$ cat src/inc/fp_default_status_pkg.sv
/*
 * Package for the floating-point default status bank and enable logic:
 * register addresses, field positions, reset values, access struct.
 * Assumes a core-side register port that presents one decoded access per cycle.
 */
`default_nettype none

package fp_default_status_pkg;

  // ****************************************************************
  // addresses
  // ****************************************************************
  localparam logic [31:0] CPAC_ADDR = 32'he000ed88;
  // no address is printed for the default status register; core-chosen
  localparam logic [31:0] FP_DEFAULT_STATUS_ADDR = 32'he000ef3c;

  // ****************************************************************
  // field positions
  // ****************************************************************
  localparam int ALT_HALF_BIT = 26;
  localparam int DNAN_BIT = 25;
  localparam int FTZ_BIT = 24;
  localparam int RND_LSB = 22;
  localparam int RND_MSB = 23;
  localparam int CP_EN_LSB = 20;
  localparam int CP_EN_MSB = 23;
  localparam logic [31:0] DFLT_MASK = 32'h07c00000;
  localparam logic [31:0] CP_EN_MASK = 32'h00f00000;
  localparam logic [3:0] CP_EN_ALL = 4'hf;

  // ****************************************************************
  // reset values
  // ****************************************************************
  localparam logic [31:0] DFLT_RESET = 32'h00000000;
  localparam logic [31:0] CPAC_RESET = 32'h00000000;

  // ****************************************************************
  // types
  // ****************************************************************
  typedef struct packed {
    logic valid;
    logic write;
    logic privileged;
    logic [31:0] addr;
    logic [31:0] wdata;
  } reg_req_t;

  typedef struct packed {
    logic alt_half_precision;
    logic default_nan_select;
    logic flush_to_zero;
    logic [1:0] rounding_select;
  } fp_ctrl_t;

endpackage : fp_default_status_pkg

`default_nettype wire

$ cat src/logic/fp_default_bank.sv
/*
 * One banked copy of the default status register; fields only, reserved bits dropped.
 * Assumes the parent decodes the address and security state.
 */
`timescale 1ns/1ps
`default_nettype none

module fp_default_bank (
  input wire logic core_clk_i,
  input wire logic rst_n_i,
  input wire logic wr_en_i,
  input wire logic [31:0] wdata_i,
  output var fp_default_status_pkg::fp_ctrl_t ctrl_o
);

  fp_default_status_pkg::fp_ctrl_t ctrl_reg;
  fp_default_status_pkg::fp_ctrl_t ctrl_next;

  always_comb begin
    ctrl_next = ctrl_reg;
    if (wr_en_i) begin
      ctrl_next.alt_half_precision = wdata_i[fp_default_status_pkg::ALT_HALF_BIT];
      ctrl_next.default_nan_select = wdata_i[fp_default_status_pkg::DNAN_BIT];
      ctrl_next.flush_to_zero = wdata_i[fp_default_status_pkg::FTZ_BIT];
      ctrl_next.rounding_select =
        wdata_i[fp_default_status_pkg::RND_MSB:fp_default_status_pkg::RND_LSB];
    end
  end

  always_ff @(posedge core_clk_i) begin
    if (!rst_n_i) begin
      ctrl_reg <= fp_default_status_pkg::DFLT_RESET[fp_default_status_pkg::ALT_HALF_BIT:
                                                    fp_default_status_pkg::RND_LSB];
    end else begin
      ctrl_reg <= ctrl_next;
    end
  end

  assign ctrl_o = ctrl_reg;

endmodule : fp_default_bank

`default_nettype wire

$ cat src/logic/fp_default_status_and_enable.sv
/*
 * Default status register bank, live control/sticky flags and coprocessor enable.
 * Assumes the core presents register accesses with privilege, a security-state
 * level, context-creation and exception pulses, all synchronous to core_clk_i.
 */
// Operation
// default status register holds initial control values
// new context loads live controls from defaults
// banked secure and non-secure copies selected
// bit 26 default alternative half precision
// bit 25 default NaN control
// bit 24 default flush to zero
// bits 23:22 default rounding mode
// other bits read zero, writes ignored
// unit disabled after reset, access denied
// no floating-point execution while disabled
// access control register privileged only
// secure boot sets non-secure coprocessor access
// secure software sets context control
// enable only after secure setup done
// bits 20-23 all ones grant access
// barriers follow the access control write
// sticky divide-by-zero flag until cleared
// sticky invalid-operation flag until cleared
`timescale 1ns/1ps
`default_nettype none

module fp_default_status_and_enable (
  input wire logic core_clk_i,
  input wire logic rst_n_i,
  input wire fp_default_status_pkg::reg_req_t req_i,
  input wire logic secure_state_i,
  input wire logic new_context_i,
  input wire logic live_wr_i,
  input wire fp_default_status_pkg::fp_ctrl_t live_wdata_i,
  input wire logic divide_zero_event_i,
  input wire logic invalid_op_event_i,
  input wire logic sticky_clear_i,
  input wire logic fp_issue_i,
  output logic [31:0] rdata_o,
  output logic rvalid_o,
  output logic priv_fault_o,
  output logic fp_enabled_o,
  output logic fp_issue_ok_o,
  output logic fp_denied_o,
  output var fp_default_status_pkg::fp_ctrl_t live_ctrl_o,
  output logic divide_zero_sticky_o,
  output logic invalid_op_sticky_o
);

  // ****************************************************************
  // decode
  // ****************************************************************
  logic hit_dflt;
  logic hit_cpac;
  logic wr_dflt_s;
  logic wr_dflt_ns;
  fp_default_status_pkg::fp_ctrl_t dflt_s;
  fp_default_status_pkg::fp_ctrl_t dflt_ns;
  fp_default_status_pkg::fp_ctrl_t dflt_sel;

  assign hit_dflt = req_i.valid && req_i.addr == fp_default_status_pkg::FP_DEFAULT_STATUS_ADDR;
  // unprivileged accesses to the access control register are refused outright
  assign hit_cpac = req_i.valid && req_i.privileged &&
                    req_i.addr == fp_default_status_pkg::CPAC_ADDR;
  assign wr_dflt_s = hit_dflt && req_i.write && secure_state_i;
  assign wr_dflt_ns = hit_dflt && req_i.write && !secure_state_i;
  assign dflt_sel = secure_state_i ? dflt_s : dflt_ns;

  // ****************************************************************
  // banked defaults
  // ****************************************************************
  fp_default_bank u_bank_secure (
    .core_clk_i(core_clk_i),
    .rst_n_i(rst_n_i),
    .wr_en_i(wr_dflt_s),
    .wdata_i(req_i.wdata),
    .ctrl_o(dflt_s)
  );

  fp_default_bank u_bank_nonsecure (
    .core_clk_i(core_clk_i),
    .rst_n_i(rst_n_i),
    .wr_en_i(wr_dflt_ns),
    .wdata_i(req_i.wdata),
    .ctrl_o(dflt_ns)
  );

  function automatic logic [31:0] pack_dflt(input fp_default_status_pkg::fp_ctrl_t c);
    logic [31:0] v;
    v = '0;
    v[fp_default_status_pkg::ALT_HALF_BIT] = c.alt_half_precision;
    v[fp_default_status_pkg::DNAN_BIT] = c.default_nan_select;
    v[fp_default_status_pkg::FTZ_BIT] = c.flush_to_zero;
    v[fp_default_status_pkg::RND_MSB:fp_default_status_pkg::RND_LSB] = c.rounding_select;
    return v;
  endfunction : pack_dflt

  // ****************************************************************
  // access control, live state, read port
  // ****************************************************************
  logic [31:0] cpac_reg;
  logic [31:0] cpac_next;
  fp_default_status_pkg::fp_ctrl_t live_reg;
  fp_default_status_pkg::fp_ctrl_t live_next;
  logic dz_reg;
  logic dz_next;
  logic io_reg;
  logic io_next;
  logic [31:0] rdata_next;
  logic rvalid_next;
  logic fault_next;
  logic enabled;
  logic issue_ok_next;
  logic denied_next;

  // only the coprocessor fields are implemented; the rest reads zero
  assign enabled = cpac_reg[fp_default_status_pkg::CP_EN_MSB:fp_default_status_pkg::CP_EN_LSB]
                   == fp_default_status_pkg::CP_EN_ALL;

  always_comb begin
    cpac_next = cpac_reg;
    if (hit_cpac && req_i.write) begin
      cpac_next = req_i.wdata & fp_default_status_pkg::CP_EN_MASK;
    end

    live_next = live_reg;
    if (new_context_i) begin
      live_next = dflt_sel;
    end else if (live_wr_i) begin
      live_next = live_wdata_i;
    end

    // set wins over a clear in the same cycle
    dz_next = divide_zero_event_i || (dz_reg && !sticky_clear_i);
    io_next = invalid_op_event_i || (io_reg && !sticky_clear_i);

    rdata_next = '0;
    rvalid_next = 1'b0;
    fault_next = 1'b0;
    if (req_i.valid && !req_i.write) begin
      if (hit_dflt) begin
        rdata_next = pack_dflt(dflt_sel) & fp_default_status_pkg::DFLT_MASK;
        rvalid_next = 1'b1;
      end else if (hit_cpac) begin
        rdata_next = cpac_reg;
        rvalid_next = 1'b1;
      end
    end
    if (req_i.valid && !req_i.privileged && req_i.addr == fp_default_status_pkg::CPAC_ADDR) begin
      fault_next = 1'b1;
    end

    // instructions only proceed once both coprocessors are granted
    issue_ok_next = fp_issue_i && enabled;
    denied_next = fp_issue_i && !enabled;
  end

  always_ff @(posedge core_clk_i) begin
    if (!rst_n_i) begin
      cpac_reg <= fp_default_status_pkg::CPAC_RESET;
      live_reg <= '0;
      dz_reg <= 1'b0;
      io_reg <= 1'b0;
      rdata_o <= '0;
      rvalid_o <= 1'b0;
      priv_fault_o <= 1'b0;
      fp_issue_ok_o <= 1'b0;
      fp_denied_o <= 1'b0;
      fp_enabled_o <= 1'b0;
    end else begin
      cpac_reg <= cpac_next;
      live_reg <= live_next;
      dz_reg <= dz_next;
      io_reg <= io_next;
      rdata_o <= rdata_next;
      rvalid_o <= rvalid_next;
      priv_fault_o <= fault_next;
      fp_issue_ok_o <= issue_ok_next;
      fp_denied_o <= denied_next;
      fp_enabled_o <= cpac_next[fp_default_status_pkg::CP_EN_MSB:fp_default_status_pkg::CP_EN_LSB]
                      == fp_default_status_pkg::CP_EN_ALL;
    end
  end

  assign live_ctrl_o = live_reg;
  assign divide_zero_sticky_o = dz_reg;
  assign invalid_op_sticky_o = io_reg;

  // ****************************************************************
  // checks
  // ****************************************************************
  a_ctx_load_default: assert property (@(posedge core_clk_i) disable iff (!rst_n_i)
    new_context_i |=> live_ctrl_o == $past(dflt_sel))
    else $error("live controls not loaded from defaults");
  a_reset_disabled: assert property (@(posedge core_clk_i)
    !rst_n_i |=> !fp_enabled_o && !fp_issue_ok_o)
    else $error("unit enabled after reset");
  a_no_issue_disabled: assert property (@(posedge core_clk_i) disable iff (!rst_n_i)
    fp_issue_i && !enabled |=> fp_denied_o && !fp_issue_ok_o)
    else $error("issue allowed while disabled");
  a_unpriv_no_write: assert property (@(posedge core_clk_i) disable iff (!rst_n_i)
    req_i.valid && !req_i.privileged |=> $stable(cpac_reg))
    else $error("unprivileged write changed access control");
  a_grant_full: assert property (@(posedge core_clk_i) disable iff (!rst_n_i)
    hit_cpac && req_i.write && req_i.wdata[23:20] == 4'hf |=> fp_enabled_o)
    else $error("all-ones write did not enable");
  a_dz_sticky: assert property (@(posedge core_clk_i) disable iff (!rst_n_i)
    divide_zero_event_i |=> divide_zero_sticky_o ##1 (divide_zero_sticky_o || $past(sticky_clear_i)))
    else $error("divide-by-zero flag lost");
  a_io_sticky: assert property (@(posedge core_clk_i) disable iff (!rst_n_i)
    io_reg && !sticky_clear_i && !invalid_op_event_i |=> invalid_op_sticky_o)
    else $error("invalid-op flag dropped");
  a_rsvd_zero: assert property (@(posedge core_clk_i) disable iff (!rst_n_i)
    rvalid_o && $past(hit_dflt) |-> (rdata_o & ~fp_default_status_pkg::DFLT_MASK) == 32'h0)
    else $error("reserved default bits not zero");
  a_bank_select: assert property (@(posedge core_clk_i) disable iff (!rst_n_i)
    wr_dflt_s |=> $stable(dflt_ns))
    else $error("secure write reached non-secure copy");

  // ****************************************************************
  // checks: banked fields and read port
  // ****************************************************************
  a_bank_ns_select: assert property (@(posedge core_clk_i) disable iff (!rst_n_i)
    wr_dflt_ns
    |=> $stable(dflt_s))
    else $error("non-secure write reached secure copy");
  a_field_alt_half: assert property (@(posedge core_clk_i) disable iff (!rst_n_i)
    wr_dflt_s
    |=> dflt_s.alt_half_precision == $past(req_i.wdata[fp_default_status_pkg::ALT_HALF_BIT]))
    else $error("half-precision default not stored");
  a_field_dnan: assert property (@(posedge core_clk_i) disable iff (!rst_n_i)
    wr_dflt_ns
    |=> dflt_ns.default_nan_select == $past(req_i.wdata[fp_default_status_pkg::DNAN_BIT]))
    else $error("default NaN default not stored");
  a_field_ftz: assert property (@(posedge core_clk_i) disable iff (!rst_n_i)
    wr_dflt_s
    |=> dflt_s.flush_to_zero == $past(req_i.wdata[fp_default_status_pkg::FTZ_BIT]))
    else $error("flush-to-zero default not stored");
  a_field_rounding: assert property (@(posedge core_clk_i) disable iff (!rst_n_i)
    wr_dflt_ns
    |=> dflt_ns.rounding_select == $past(req_i.wdata[fp_default_status_pkg::RND_MSB:fp_default_status_pkg::RND_LSB]))
    else $error("rounding default not stored");
  a_read_answer: assert property (@(posedge core_clk_i) disable iff (!rst_n_i)
    hit_dflt && !req_i.write
    |=> rvalid_o)
    else $error("default status read not answered");
  a_rdata_quiet: assert property (@(posedge core_clk_i) disable iff (!rst_n_i)
    !rvalid_o
    |-> rdata_o == 32'h0)
    else $error("read data not zero between answers");
  a_cpac_rsvd_zero: assert property (@(posedge core_clk_i) disable iff (!rst_n_i)
    rvalid_o && $past(hit_cpac)
    |-> (rdata_o & ~fp_default_status_pkg::CP_EN_MASK) == 32'h0)
    else $error("access control unused bits not zero");
  a_fault_no_answer: assert property (@(posedge core_clk_i) disable iff (!rst_n_i)
    req_i.valid && !req_i.privileged && req_i.addr == fp_default_status_pkg::CPAC_ADDR
    |=> priv_fault_o && !rvalid_o)
    else $error("unprivileged access control access not refused");

  // ****************************************************************
  // checks: access control and issue
  // ****************************************************************
  a_partial_no_grant: assert property (@(posedge core_clk_i) disable iff (!rst_n_i)
    hit_cpac && req_i.write && req_i.wdata[fp_default_status_pkg::CP_EN_MSB:fp_default_status_pkg::CP_EN_LSB] != 4'hf
    |=> !fp_enabled_o)
    else $error("partial grant enabled the unit");
  a_issue_granted: assert property (@(posedge core_clk_i) disable iff (!rst_n_i)
    fp_issue_i && enabled
    |=> fp_issue_ok_o && !fp_denied_o)
    else $error("issue refused while enabled");
  a_issue_quiet: assert property (@(posedge core_clk_i) disable iff (!rst_n_i)
    !fp_issue_i
    |=> !fp_issue_ok_o && !fp_denied_o)
    else $error("issue answer without a request");

  // ****************************************************************
  // checks: context load and sticky flags
  // ****************************************************************
  a_ctx_secure_bank: assert property (@(posedge core_clk_i) disable iff (!rst_n_i)
    new_context_i && secure_state_i
    |=> live_ctrl_o == $past(dflt_s))
    else $error("secure context not loaded from secure copy");
  a_ctx_nonsecure_bank: assert property (@(posedge core_clk_i) disable iff (!rst_n_i)
    new_context_i && !secure_state_i
    |=> live_ctrl_o == $past(dflt_ns))
    else $error("non-secure context not loaded from non-secure copy");
  a_ctx_priority: assert property (@(posedge core_clk_i) disable iff (!rst_n_i)
    new_context_i && live_wr_i
    |=> live_ctrl_o == $past(dflt_sel))
    else $error("live write beat the context load");
  a_dz_hold: assert property (@(posedge core_clk_i) disable iff (!rst_n_i)
    dz_reg && !sticky_clear_i && !divide_zero_event_i
    |=> divide_zero_sticky_o)
    else $error("divide-by-zero flag dropped");
  a_dz_clear: assert property (@(posedge core_clk_i) disable iff (!rst_n_i)
    sticky_clear_i && !divide_zero_event_i
    |=> !divide_zero_sticky_o)
    else $error("divide-by-zero flag not cleared");
  a_io_set: assert property (@(posedge core_clk_i) disable iff (!rst_n_i)
    invalid_op_event_i
    |=> invalid_op_sticky_o)
    else $error("invalid-op flag not set");
  a_io_clear: assert property (@(posedge core_clk_i) disable iff (!rst_n_i)
    sticky_clear_i && !invalid_op_event_i
    |=> !invalid_op_sticky_o)
    else $error("invalid-op flag not cleared");

endmodule : fp_default_status_and_enable

`default_nettype wire

$ cat config.mk
export PLATFORM = sky130hd
export DESIGN_NAME = fp_default_status_and_enable
export DESIGN_NICKNAME = d
export VERILOG_FILES = /design/src/inc/fp_default_status_pkg.sv /design/src/logic/fp_default_bank.sv /design/src/logic/fp_default_status_and_enable.sv
export SDC_FILE = /design/constraint.sdc
export NUM_CORES = 1
export LEC_CHECK = 0
export BUFFER_PORTS_ARGS = -buffer_cell sky130_fd_sc_hd__buf_2
export CAP_MARGIN = 40
export CORE_UTILIZATION = 40
export DETAILED_ROUTE_END_ITERATION = 10
export PLACE_DENSITY = 0.82
export SYNTH_ARGS = -nofsm -noshare
export SYNTH_HDL_FRONTEND = slang
export SYNTH_SLANG_ARGS = --single-unit
$ cat constraint.sdc
create_clock -name core_clk_i -period 2.2 [get_ports core_clk_i]
set_input_delay 0.44 -clock core_clk_i [delete_from_list [all_inputs] [get_ports core_clk_i]]
set_output_delay 0.44 -clock core_clk_i [all_outputs]
set_load 0.1 [all_outputs]
# Word-level counts from Yosys, hierarchy flattened
# Index checks and enable logic that the tools add are counted.
[totals] in_bits=81 ff_bits=33 elab_cells=62 output_inout_bits=44
[op_classes] bitwise=3 n_eq_ne=4 reduce_logical=24 mux=9
[ops] operator="$eq A32 B32 Y1 const B" count=2
[ops] operator="$mux W24" count=2
[ops] operator="$mux W27" count=1
[ops] operator="$mux W5" count=3
[ops] operator="$logic_and A1 B1 Y1" count=14
[ops] operator="$eq A4 B4 Y1 const B" count=2
[ops] operator="$logic_not A1 Y1" count=5
[ops] operator="$reduce_or A4 Y1" count=1
[ops] operator="$mux W1" count=3
[ops] operator="$not A1 Y1" count=3
[ops] operator="$logic_or A1 B1 Y1" count=2
[ops] operator="$reduce_and A2 Y1" count=1
[ops] operator="$reduce_bool A2 Y1" count=1

# Longest topological paths before layout
# Gate-level depths: netlist (run 1).
[logic_depth] word_depth=5 depth_mapped=6 mapped_depth_nobuf=4

# Cells and area by module
# From an unflattened synthesis (run 1), not the netlist that was laid out.
[unflattened] hier_cells=170 area_unflattened_um2=1644.1
[modules_own_cells] mod="fp_default_status_and_enable" instances=1 seq_area_each_um2=460.4 cells_each=138 area_each_um2=1258.7
[modules_own_cells] mod="fp_default_bank" instances=2 seq_area_each_um2=100.1 cells_each=16 area_each_um2=192.7

# Worst setup path before layout (run 1)
# No wires, ideal clock.
[synth_path] path_type="input-to-reg" startpoint="input req_i[53] (netlist bit)" endpoint="register u_bank_secure.ctrl_reg, in the netlist u_bank_secure.ctrl_o[0]" required_ns=2.081 setup_time_ns=0.119 t_arrival_ns=1.711 path_buffers=1 slack_ns=0.371 path_stages=5 path_cell_list="nor4b_2 > nand4_2 > or4b_4 > buf_6 > mux2i_1"
[synth_between] elab_chain_len=4
[synth_rtl] item="start: declaration" line_no="fp_default_status_and_enable.sv:31" rtl="input wire fp_default_status_pkg::reg_req_t req_i,"
[synth_rtl] item="$eq A32 B32 Y1" line_no="fp_default_status_and_enable.sv:62" rtl="assign hit_dflt = req_i.valid && req_i.addr == fp_default_status_pkg::FP_DEFAULT_STATUS_ADDR;"
[synth_rtl] item="$logic_and A1 B1 Y1" line_no="fp_default_status_and_enable.sv:62"
[synth_rtl] item="$logic_and A1 B1 Y1 (2 in series)" line_no="fp_default_status_and_enable.sv:66" rtl="assign wr_dflt_s = hit_dflt && req_i.write && secure_state_i;"
[synth_rtl] item="end signal: assignment" line_no="fp_default_bank.sv:32" rtl="ctrl_reg <= fp_default_status_pkg::DFLT_RESET[fp_default_status_pkg::ALT_HALF_BIT:"
[synth_rtl] item="end signal: assignment" line_no="fp_default_bank.sv:35" rtl="ctrl_reg <= ctrl_next;"
[synth_rtl] item="end: declaration" line_no="fp_default_bank.sv:16" rtl="fp_default_status_pkg::fp_ctrl_t ctrl_reg;"
# Every way passes these cells.
# A chain may end at the register's enable or synchronous reset.

# Worst setup path in the final report (run 1)
# Ends and elaborated chain as after synthesis.

==> results of run 1 <==
cell families (layout without fill, tap and decap cells):
kind of cell / after synthesis / count (layout)
and+or+nand+nor: 72 / 72
buffers and inverters: 37 / 86
DFF: 33 / 33
muxes: 20 / 20
AOI/OAI and AO/OA: 15 / 15
other: 1 / 25
power by group:
| group | switching (mW) | total [mW] | leakage, nW | internal (mW) |
|---|---|---|---|---|
| Clock | 0.220 | 0.438 | 0.0439 | 0.218 |
| Combinational | 0.297 | 0.358 | 0.702 | 0.0613 |
| Sequential | 0.00290 | 0.608 | 0.267 | 0.605 |
critical path, cell delays in order:
cell and delay (ns):
buf_2 0.10, nor4b_2 0.34, nand4_2 0.24, or4b_4 0.60
mux2i_1 0.15
final cells by class:
| type | instances | area (sq um) |
|---|---|---|
| fill | 394 | 1970 |
| multi-input combinational | 132 | 893 |
| sequential | 33 | 661 |
| timing repair buffer | 75 | 378 |
| clock buffer | 5 | 68.8 |
| tap | 50 | 62.6 |
| clock inverter | 3 | 17.5 |
| inverter | 3 | 11.3 |
routing by layer:
layer	vias up	GRT usage (%)	routed length, um
li1	720	-	-
met1	651	16.6	1340
met2	60	30.0	1760
met3	7	5.57	248
met4	0	10.1	78
met5	-	0	0
layout by cell type, fill, tap and decap left out, types with 2 or more instances in the layout:
master	synthesis	routed
nand4_1	2	2
nand2_1	25	25
nand3b_1	2	2
and4_2	2	2
nand3_1	3	3
nor4b_4	3	3
nor4b_2	2	2
clkbuf_8	1	5
clkinv_2	0	2
nor2_1	8	8
mux2i_1	19	19
inv_1	3	3
a211oi_1	8	8
conb_1	1	25
buf_2	0	74
dfxtp_1	33	33
nor2b_1	4	4
nor3_1	4	4
and3_1	3	3
a21oi_1	5	5
worst max-delay path by stage:
stage,from,endpoint,cells past startpoint,slack [ns]
6_report,req_i[53],u_bank_secure.ctrl_o[0],5,0.50
5_1_grt,req_i[54],u_bank_secure.ctrl_o[3],5,0.36
4_1_cts,req_i[53],u_bank_secure.ctrl_o[0],5,0.49
3_5_place_dp,req_i[53],u_bank_secure.ctrl_o[0],5,0.18
3_3_place_gp,req_i[53],u_bank_secure.ctrl_o[0],5,0.21
2_1_floorplan,req_i[53],u_bank_secure.ctrl_o[0],5,0.37
synth_stat cells:
cell type  instances  area, sq um
or2_2              1         6.26
and4bb_1           1         12.5
inv_1              3         11.3
conb_1             1         3.75
nand4_2            1         12.5
nand3b_1           2         15.0
nand4_4            1         21.3
and4_1             1         8.76
dfxtp_1           33          661
nor3_1             4         20.0
buf_1              1         3.75
a21oi_1            5         25.0
nor4_1             1         6.26
or4b_4             1         13.8
nand4_1            2         12.5
o22ai_1            1         6.26
buf_6              1         11.3
mux2i_1           19          190
nor4b_2            2         30.0
and4b_1            1         10.0
nor4_2             1         12.5
nand2_1           25         93.8
nor2b_1            4         25.0
nand3_1            3         15.0
and4_2             2         20.0
buf_4             25          188
clkbuf_8           1         13.8
nor4b_4            3         71.3
a211oi_1           8         60.1
o21ai_0            1         5.00
nor3_2             1         10.0
mux2_2             1         11.3
clkbuf_1           6         22.5
nor2_1             8         30.0
nor4b_1            1         8.76
and3_1             3         18.8
or4_1              1         7.51
and4b_2            1         11.3
nand4b_1           1         8.76
stage by stage:
stage	power (mW)	cells	hold slack, ns	worst slack [ns]	area (sq um)
final	1.40	301	0.347	0.504	2090
after global routing	1.46	301	0.349	0.359	2090
after CTS	1.42	301	0.339	0.490	2090
after detailed placement	0.980	293	0.448	0.183	2010
after global placement	0.976	293	0.442	0.214	2010
after floorplan	0.946	202	0.432	0.371	1800
==> impl_metrics.toml, run 1 <==
[final_layout]
antenna-diode-count = 0
drive_gt1_share_pct = 39.0
synthToLayoutAreaGrowth_pct = 22.0
nets = 331
post-route-util_pct = 51.6
largest_reg_flops = 7
top_register = "rdata_o"

[yosys]
synth_top_family_by_area = "simple AND/OR/NAND/NOR gates"
synth_cell_types = 39
syn_area_sq_um = 1710
synth-compound-area-share_pct = 5.62
synthCells = 178
synth_adder_area_share_pct = 0
syn-mean-instance-area_sq_um = 9.63
yosys.area_share.simple_pct = 29.3
synth_xor_area_share_pct = 0
synthMuxAreaShare_pct = 11.8
seq_area_frac_synth_pct = 38.5
ys_ff_latch = 33
ys_warn_count = 0

[worst_setup_path]
cp.required_ns = 2.38
critPathCaptureType = "flip-flop"
reg2reg_to = "fp_enabled_o"
cp_max_fo = 5
rr_worst_depth = 3
cp-start-kind = "input pin"
crit-reg2reg-launch = "cpac_reg[23]"
crit_type = "input pin to flip-flop"
reg2reg_slack_ns = 1.29
crit_arrival_ns = 1.87

[placement]
port_buffers = 74
hpwlAfterDp_um = 2760
gp_congestion = 0.769

[sta]
tns_ns = 0
setup_viol = 0
fmaxAchievable_ghz = 0.590
skew_ns = 0.00543
drv_slew = 0
period_minus_slack_ns = 1.70
period_share_pct = 77.1
rsz0062_at_grt = "no"
final_hold_viol_count = 0

[clock_network]
cts_buffer_depth = 2
cts_buffers = 5
cts_tree = "built"
root_buffer = "clkbuf_8"
insertion_delay_ns = 0.29
clkSinkCount = 33
clk_pin_slew_ns = 0.07
post_cts_resized = 0
holdBufCountCts = 0
cts_max_level = 2
post_cts_buffers = 0

[floorplan]
start_util_pct = 42.2
rows = 23
coreArea_sq_um = 4060
fp.dieH_um = 67.5
die_area_sq_um = 4550
io_pins = 125
die_w_um = 67.5

[job]
cap_violations = 0

[min_path]
hold_end = "priv_fault_o"
hp-start = "req_i[64]"
holdPathStages = 2
hold_class = "input pin to flip-flop"

[grt]
grt_start_max_net_pins = 26
grt_use_total_pct = 16.8
grt_pass1_wl_um = 5550
overflow = 0
grt_pass1_vias = 1320
antenna_found_initial = 0

[power]
p_leak_nw = 1.01
peakVddDrop_mv = 0.301
power_density_nw_per_um2 = 671

[drt]
wire_per_inst_um = 11.4
via_count = 1438
post_drt_via_cell_ratio = 4.78
ant_nets = 0
drc = 0
wl_um = 3420
drtIter0Drc = 61
dr.pass1.iters = 5

[run_status]
status = "complete, no violations"
Note: power is estimated with default switching activity, not from simulation.
==> inputs of run 2 (changes only) <==
Settings changed: ABC_AREA set to 1.
Clock period 2.2 ns to 1.6 ns, I/O delays scaled along.
==> impl_metrics.toml, run 2 <==
[run_status]
status = "complete, no violations"

[final_layout]
nets = 397
fin_cells = 367
synthToLayoutAreaGrowth_pct = 22.8
design_area_sq_um = 2090
top_register = "rdata_o"
post-route-util_pct = 51.8
final_common_cell = "buf_2"
largest_reg_flops = 7
drive_gt1_share_pct = 29.3
antenna-diode-count = 0
final_cell_mix = "buf_2, nand2_1, nor2_1, dfxtp_1, inv_1"

[sta]
tns_ns = 0
skew_ns = 0.00426
fmaxAchievable_ghz = 0.731
setup_viol = 0
setup_slack_ns = 0.231
period_share_pct = 85.6
drv_slew = 0
period_minus_slack_ns = 1.37
rsz0062_at_grt = "no"
whs_ns = 0.211
final_hold_viol_count = 0

[yosys]
synth-edff-count = 0
yosys.area.top_type_share_pct = 38.9
yosys.area.top_type = "dfxtp_1"
synthCells = 240
synth.most_common_cell = "nand2_1"
synth.area.top_cells = "dfxtp_1, nand2_1, buf_4"
ys_warn_count = 0
syn-mean-instance-area_sq_um = 7.08
syn_area_sq_um = 1700
netlist_top_cells_count = "nand2_1, nor2_1, dfxtp_1"
ys_ff_latch = 33
synth_cell_types = 25
ys.flop_type = "dfxtp_1"
seq_area_frac_synth_pct = 38.9
async_flop_share_pct = 0

[clock_network]
clk_pin_slew_ns = 0.07
insertion_delay_ns = 0.28
cts_tree = "built"
cts_max_level = 2
post_cts_buffers = 0
root_buffer = "clkbuf_8"
cts_buffers = 5
cts_buffer_depth = 2
clkSinkCount = 33
holdBufCountCts = 0
post_cts_resized = 0

[placement]
port_buffers = 74
pre_cts_slack_ns = 0.0822
gp_congestion = 0.762
placed_cells = 359
hpwlAfterDp_um = 2700
place_area_sq_um = 2000

[grt]
grt_pass1_vias = 1388
grt_pass1_wl_um = 5560
grt_start_max_net_pins = 16
antenna_found_initial = 0
grt_use_total_pct = 16.5
overflow = 0

[drt]
wl_met1_um = 1380
dr.pass1.iters = 4
highest-signal-layer = "met4"
drtIter0Drc = 72
ant_nets = 0
route.met3.wl_um = 228
wire_per_inst_um = 9.25
wl_met2_um = 1710
post_drt_via_cell_ratio = 4.30
drc = 0
wl_um = 3400
via_count = 1577

[power]
seq_power_share_pct = 43.3
switching_share_pct = 37.3
pwr-share-clk_pct = 30.4
finalPower_mw = 1.94
peakVddDrop_mv = 0.424
power_frac_comb_pct = 26.3
p_int_mw = 1.22
p_sw_mw = 0.725
power_density_nw_per_um2 = 930
p_leak_nw = 1.15

[floorplan]
coreArea_sq_um = 4030
die_area_sq_um = 4510
start_util_pct = 42.2
rows = 23
io_pins = 125
fp.dieH_um = 67.2
die_w_um = 67.2

[job]
cap_violations = 0

[worst_setup_path]
cp_max_fo = 2
crit_family = "buffers and inverters"
crit_type = "flip-flop to output port"
cpPeakStageDelay_ns = 0.43
slowest_stage = "buf_2"
cp-start-kind = "flip-flop"
path_buf_inv = 1
cp.required_ns = 1.28
crit_arrival_ns = 1.05
crit_chain = "buf_2"
rr_worst_depth = 4
critPathCaptureType = "output port"
worst-path-stages = 1

[min_path]
holdPathStages = 2
hold_class = "input pin to flip-flop"
run 2: changes by cell type after synthesis, sizes merged, moves of 4 or more:
cell | previous run | this run
a211oi | 8 | 0
clkbuf | 7 | 3
inv | 3 | 30
mux2i | 19 | 3
nand2 | 25 | 54
nand4 | 4 | 9
nor2 | 8 | 54
nor2b | 4 | 0
nor3 | 5 | 0
nor4b | 6 | 0
o21ai | 1 | 9
run 2: final cells by class:
type | count | area, sq um
clock inverters | 2 | 10.0
well taps | 50 | 62.6
flip-flops and latches | 33 | 661
fillers | 423 | 1940
repair buffers | 75 | 378
multi-input cells | 171 | 791
inverters | 30 | 113
clock buffers | 6 | 72.6
run 2: power groups by stage:
stage | Sequential, mW | Clock, mW | Combinational, mW
6_report | 0.840 | 0.590 | 0.511
5_1_grt | 0.841 | 0.644 | 0.539
4_1_cts | 0.840 | 0.610 | 0.512
3_5_place_dp | 0.858 | 0 | 0.512
3_3_place_gp | 0.858 | 0 | 0.508
2_1_floorplan | 0.952 | 0 | 0.373
run 2: routing by layer:
metal / track usage, % / up-vias
met3: 3.89 / 9
met4: 10.9 / 0
li1: - / 844
met5: 0 / -
met2: 29.1 / 50
met1: 17.4 / 674
run 2: cells by family after synthesis:
kind of cell,Yosys count,synth area share [%]
AO/OA/AOI/OAI,18,5.82
other,1,0.221
buffers and inverters,60,19.9
multiplexers,3,1.77
AND/OR/NAND/NOR,125,33.4
flip-flops,33,38.9
run 2: final timing paths:
path                            slack (ns)              to                       start
worst max-delay path                  0.23  live_ctrl_o[2]              live_ctrl_o[2]
worst min-delay path                  0.21    priv_fault_o                   req_i[64]
worst max register to register        0.57  live_ctrl_o[3]  u_bank_nonsecure.ctrl_o[3]
worst min register to register        0.47     rdata_o[20]                cpac_reg[20]
==> inputs of run 3 (changes only) <==
Settings changed: ABC_AREA 1 to unset, CAP_MARGIN 40 to 20, MAX_ROUTING_LAYER set to met4.
==> impl_metrics.toml, run 3 (same netlist as run 1, synthesis figures left out) <==
[run_status]
status = "complete, no violations"

[floorplan]
fp.dieH_um = 67.5
io_pins = 125
coreArea_sq_um = 4060
die_w_um = 67.5
rows = 23
die_area_sq_um = 4550
start_util_pct = 42.2

[clock_network]
clk_pin_slew_ns = 0.06
cts_buffers = 5
cts_buffer_depth = 2
root_buffer = "clkbuf_8"
holdBufCountCts = 0
cts_max_level = 2
cts_tree = "built"
insertion_delay_ns = 0.28
clkSinkCount = 33

[sta]
period_share_pct = 95.3
drv_slew = 0
rsz0062_at_grt = "no"
period_minus_slack_ns = 1.53
final_hold_viol_count = 0
whs_ns = 0.221
skew_ns = 0.00298
fmaxAchievable_ghz = 0.655
setup_viol = 0

[grt]
grt_use_total_pct = 17.8
grt_pass1_wl_um = 5810
met2_usage_pct = 30.8
overflow = 0
grt_use_met1_pct = 17.9
grt_busiest_layer = "met2"
antenna_found_initial = 0
grt_start_max_net_pins = 26
grt_pass1_vias = 1362
grtUsageMet3_pct = 6.59

[power]
power_density_nw_per_um2 = 898
seq_power_share_pct = 42.8
pwr-share-clk_pct = 31.5
p_int_mw = 1.26
finalPower_mw = 1.95
peakVddDrop_mv = 0.327
p_sw_mw = 0.690
power_frac_comb_pct = 25.7
switching_share_pct = 35.3
p_leak_nw = 1.06

[drt]
dr.pass1.iters = 6
wl_um = 3610
drtIter0Drc = 75
wire_per_inst_um = 11.6
via_count = 1475
drc = 0
post_drt_via_cell_ratio = 4.76
ant_nets = 0

[worst_setup_path]
cp_max_fo = 5
cp.required_ns = 1.77
crit_type = "input pin to flip-flop"
critPathCaptureType = "flip-flop"
cp-start-kind = "input pin"
crit_arrival_ns = 1.70

[final_layout]
synthToLayoutAreaGrowth_pct = 26.9
antenna-diode-count = 0
fillCellCount = 400
final_common_cell = "buf_2"
final_cell_mix = "buf_2, dfxtp_1, nand2_1, conb_1, mux2i_1"
design_area_sq_um = 2180
top_register = "rdata_o"
drive_gt1_share_pct = 40.8
largest_reg_flops = 7
nets = 341

[job]
cap_violations = 0

[placement]
gp_congestion = 0.768
place_area_sq_um = 2080
hpwlAfterDp_um = 2900
port_buffers = 74

[min_path]
hold_class = "input pin to flip-flop"
## run 3: cell count changes in the layout (fill, tap and decap cells not counted), moves of 5 or more
cell,delta
nand2_1,-28
inv_1,-27
a211oi_1,+8
nor2_1,-40
buf_4,+10
nand4_1,-5
mux2i_1,+16
o21ai_0,-7
## run 3: metal layers
metal,up-vias,share of wire [%]
met5,-,0
met4,0,2.5
met3,9,7.3
met2,62,50
met1,667,41
li1,737,-
## run 3: worst max-delay path, cell delays in order
cell     delay (ns)
buf_2          0.11
nor4b_4        0.33
nand4_4        0.17
or4b_4         0.61
mux2i_1        0.15
## run 3: path summary, 6_finish.rpt
path | startpoint | endpoint | slack, ns | depth (start not counted)
worst max-delay path | req_i[33] | u_bank_secure.ctrl_o[2] | 0.07 | 5
worst min register to register | u_bank_nonsecure.ctrl_o[0] | u_bank_nonsecure.ctrl_o[0] | 0.46 | 2
worst min-delay path | req_i[64] | priv_fault_o | 0.22 | 2
worst max register to register | cpac_reg[23] | fp_enabled_o | 0.66 | 3
## run 3: area by class of cell
cell class                 instances  area (sq um)  share of cell area (%)
clock buffer                       7          86.3                    3.97
tap                               50          62.6                    2.88
sequential                        33           661                    30.4
inverter                           3          11.3                   0.518
multi-input combinational        132           902                    41.5
timing repair buffer              85           453                    20.8
## run 3: power groups by stage
stage / registers [mW] / clock network, mW / logic (mW)
3_5_place_dp: 0.855 / 0 / 0.498
6_report: 0.837 / 0.614 / 0.502
3_3_place_gp: 0.854 / 0 / 0.494
4_1_cts: 0.837 / 0.636 / 0.499
5_1_grt: 0.837 / 0.683 / 0.525
2_1_floorplan: 0.933 / 0 / 0.367
## run 3: what timing repair did
item,4_1_cts,5_1_grt
endpoints found under the hold margin,0,0
setup buffers,0,0
setup endpoints to repair,0,2
resized for setup,0,1
## run 3: per-stage QoR
stage                     std cells  util [%]  worst slack (ns)  setup TNS, ns
after floorplan                 202         -            -0.104         -0.518
after global placement          303      51.3            -0.219          -2.22
after detailed placement        303      51.3            -0.238          -2.73
after CTS                       310      53.4            0.0580              0
after global routing            310      53.6            0.0290              0
final                           310      53.6            0.0744              0
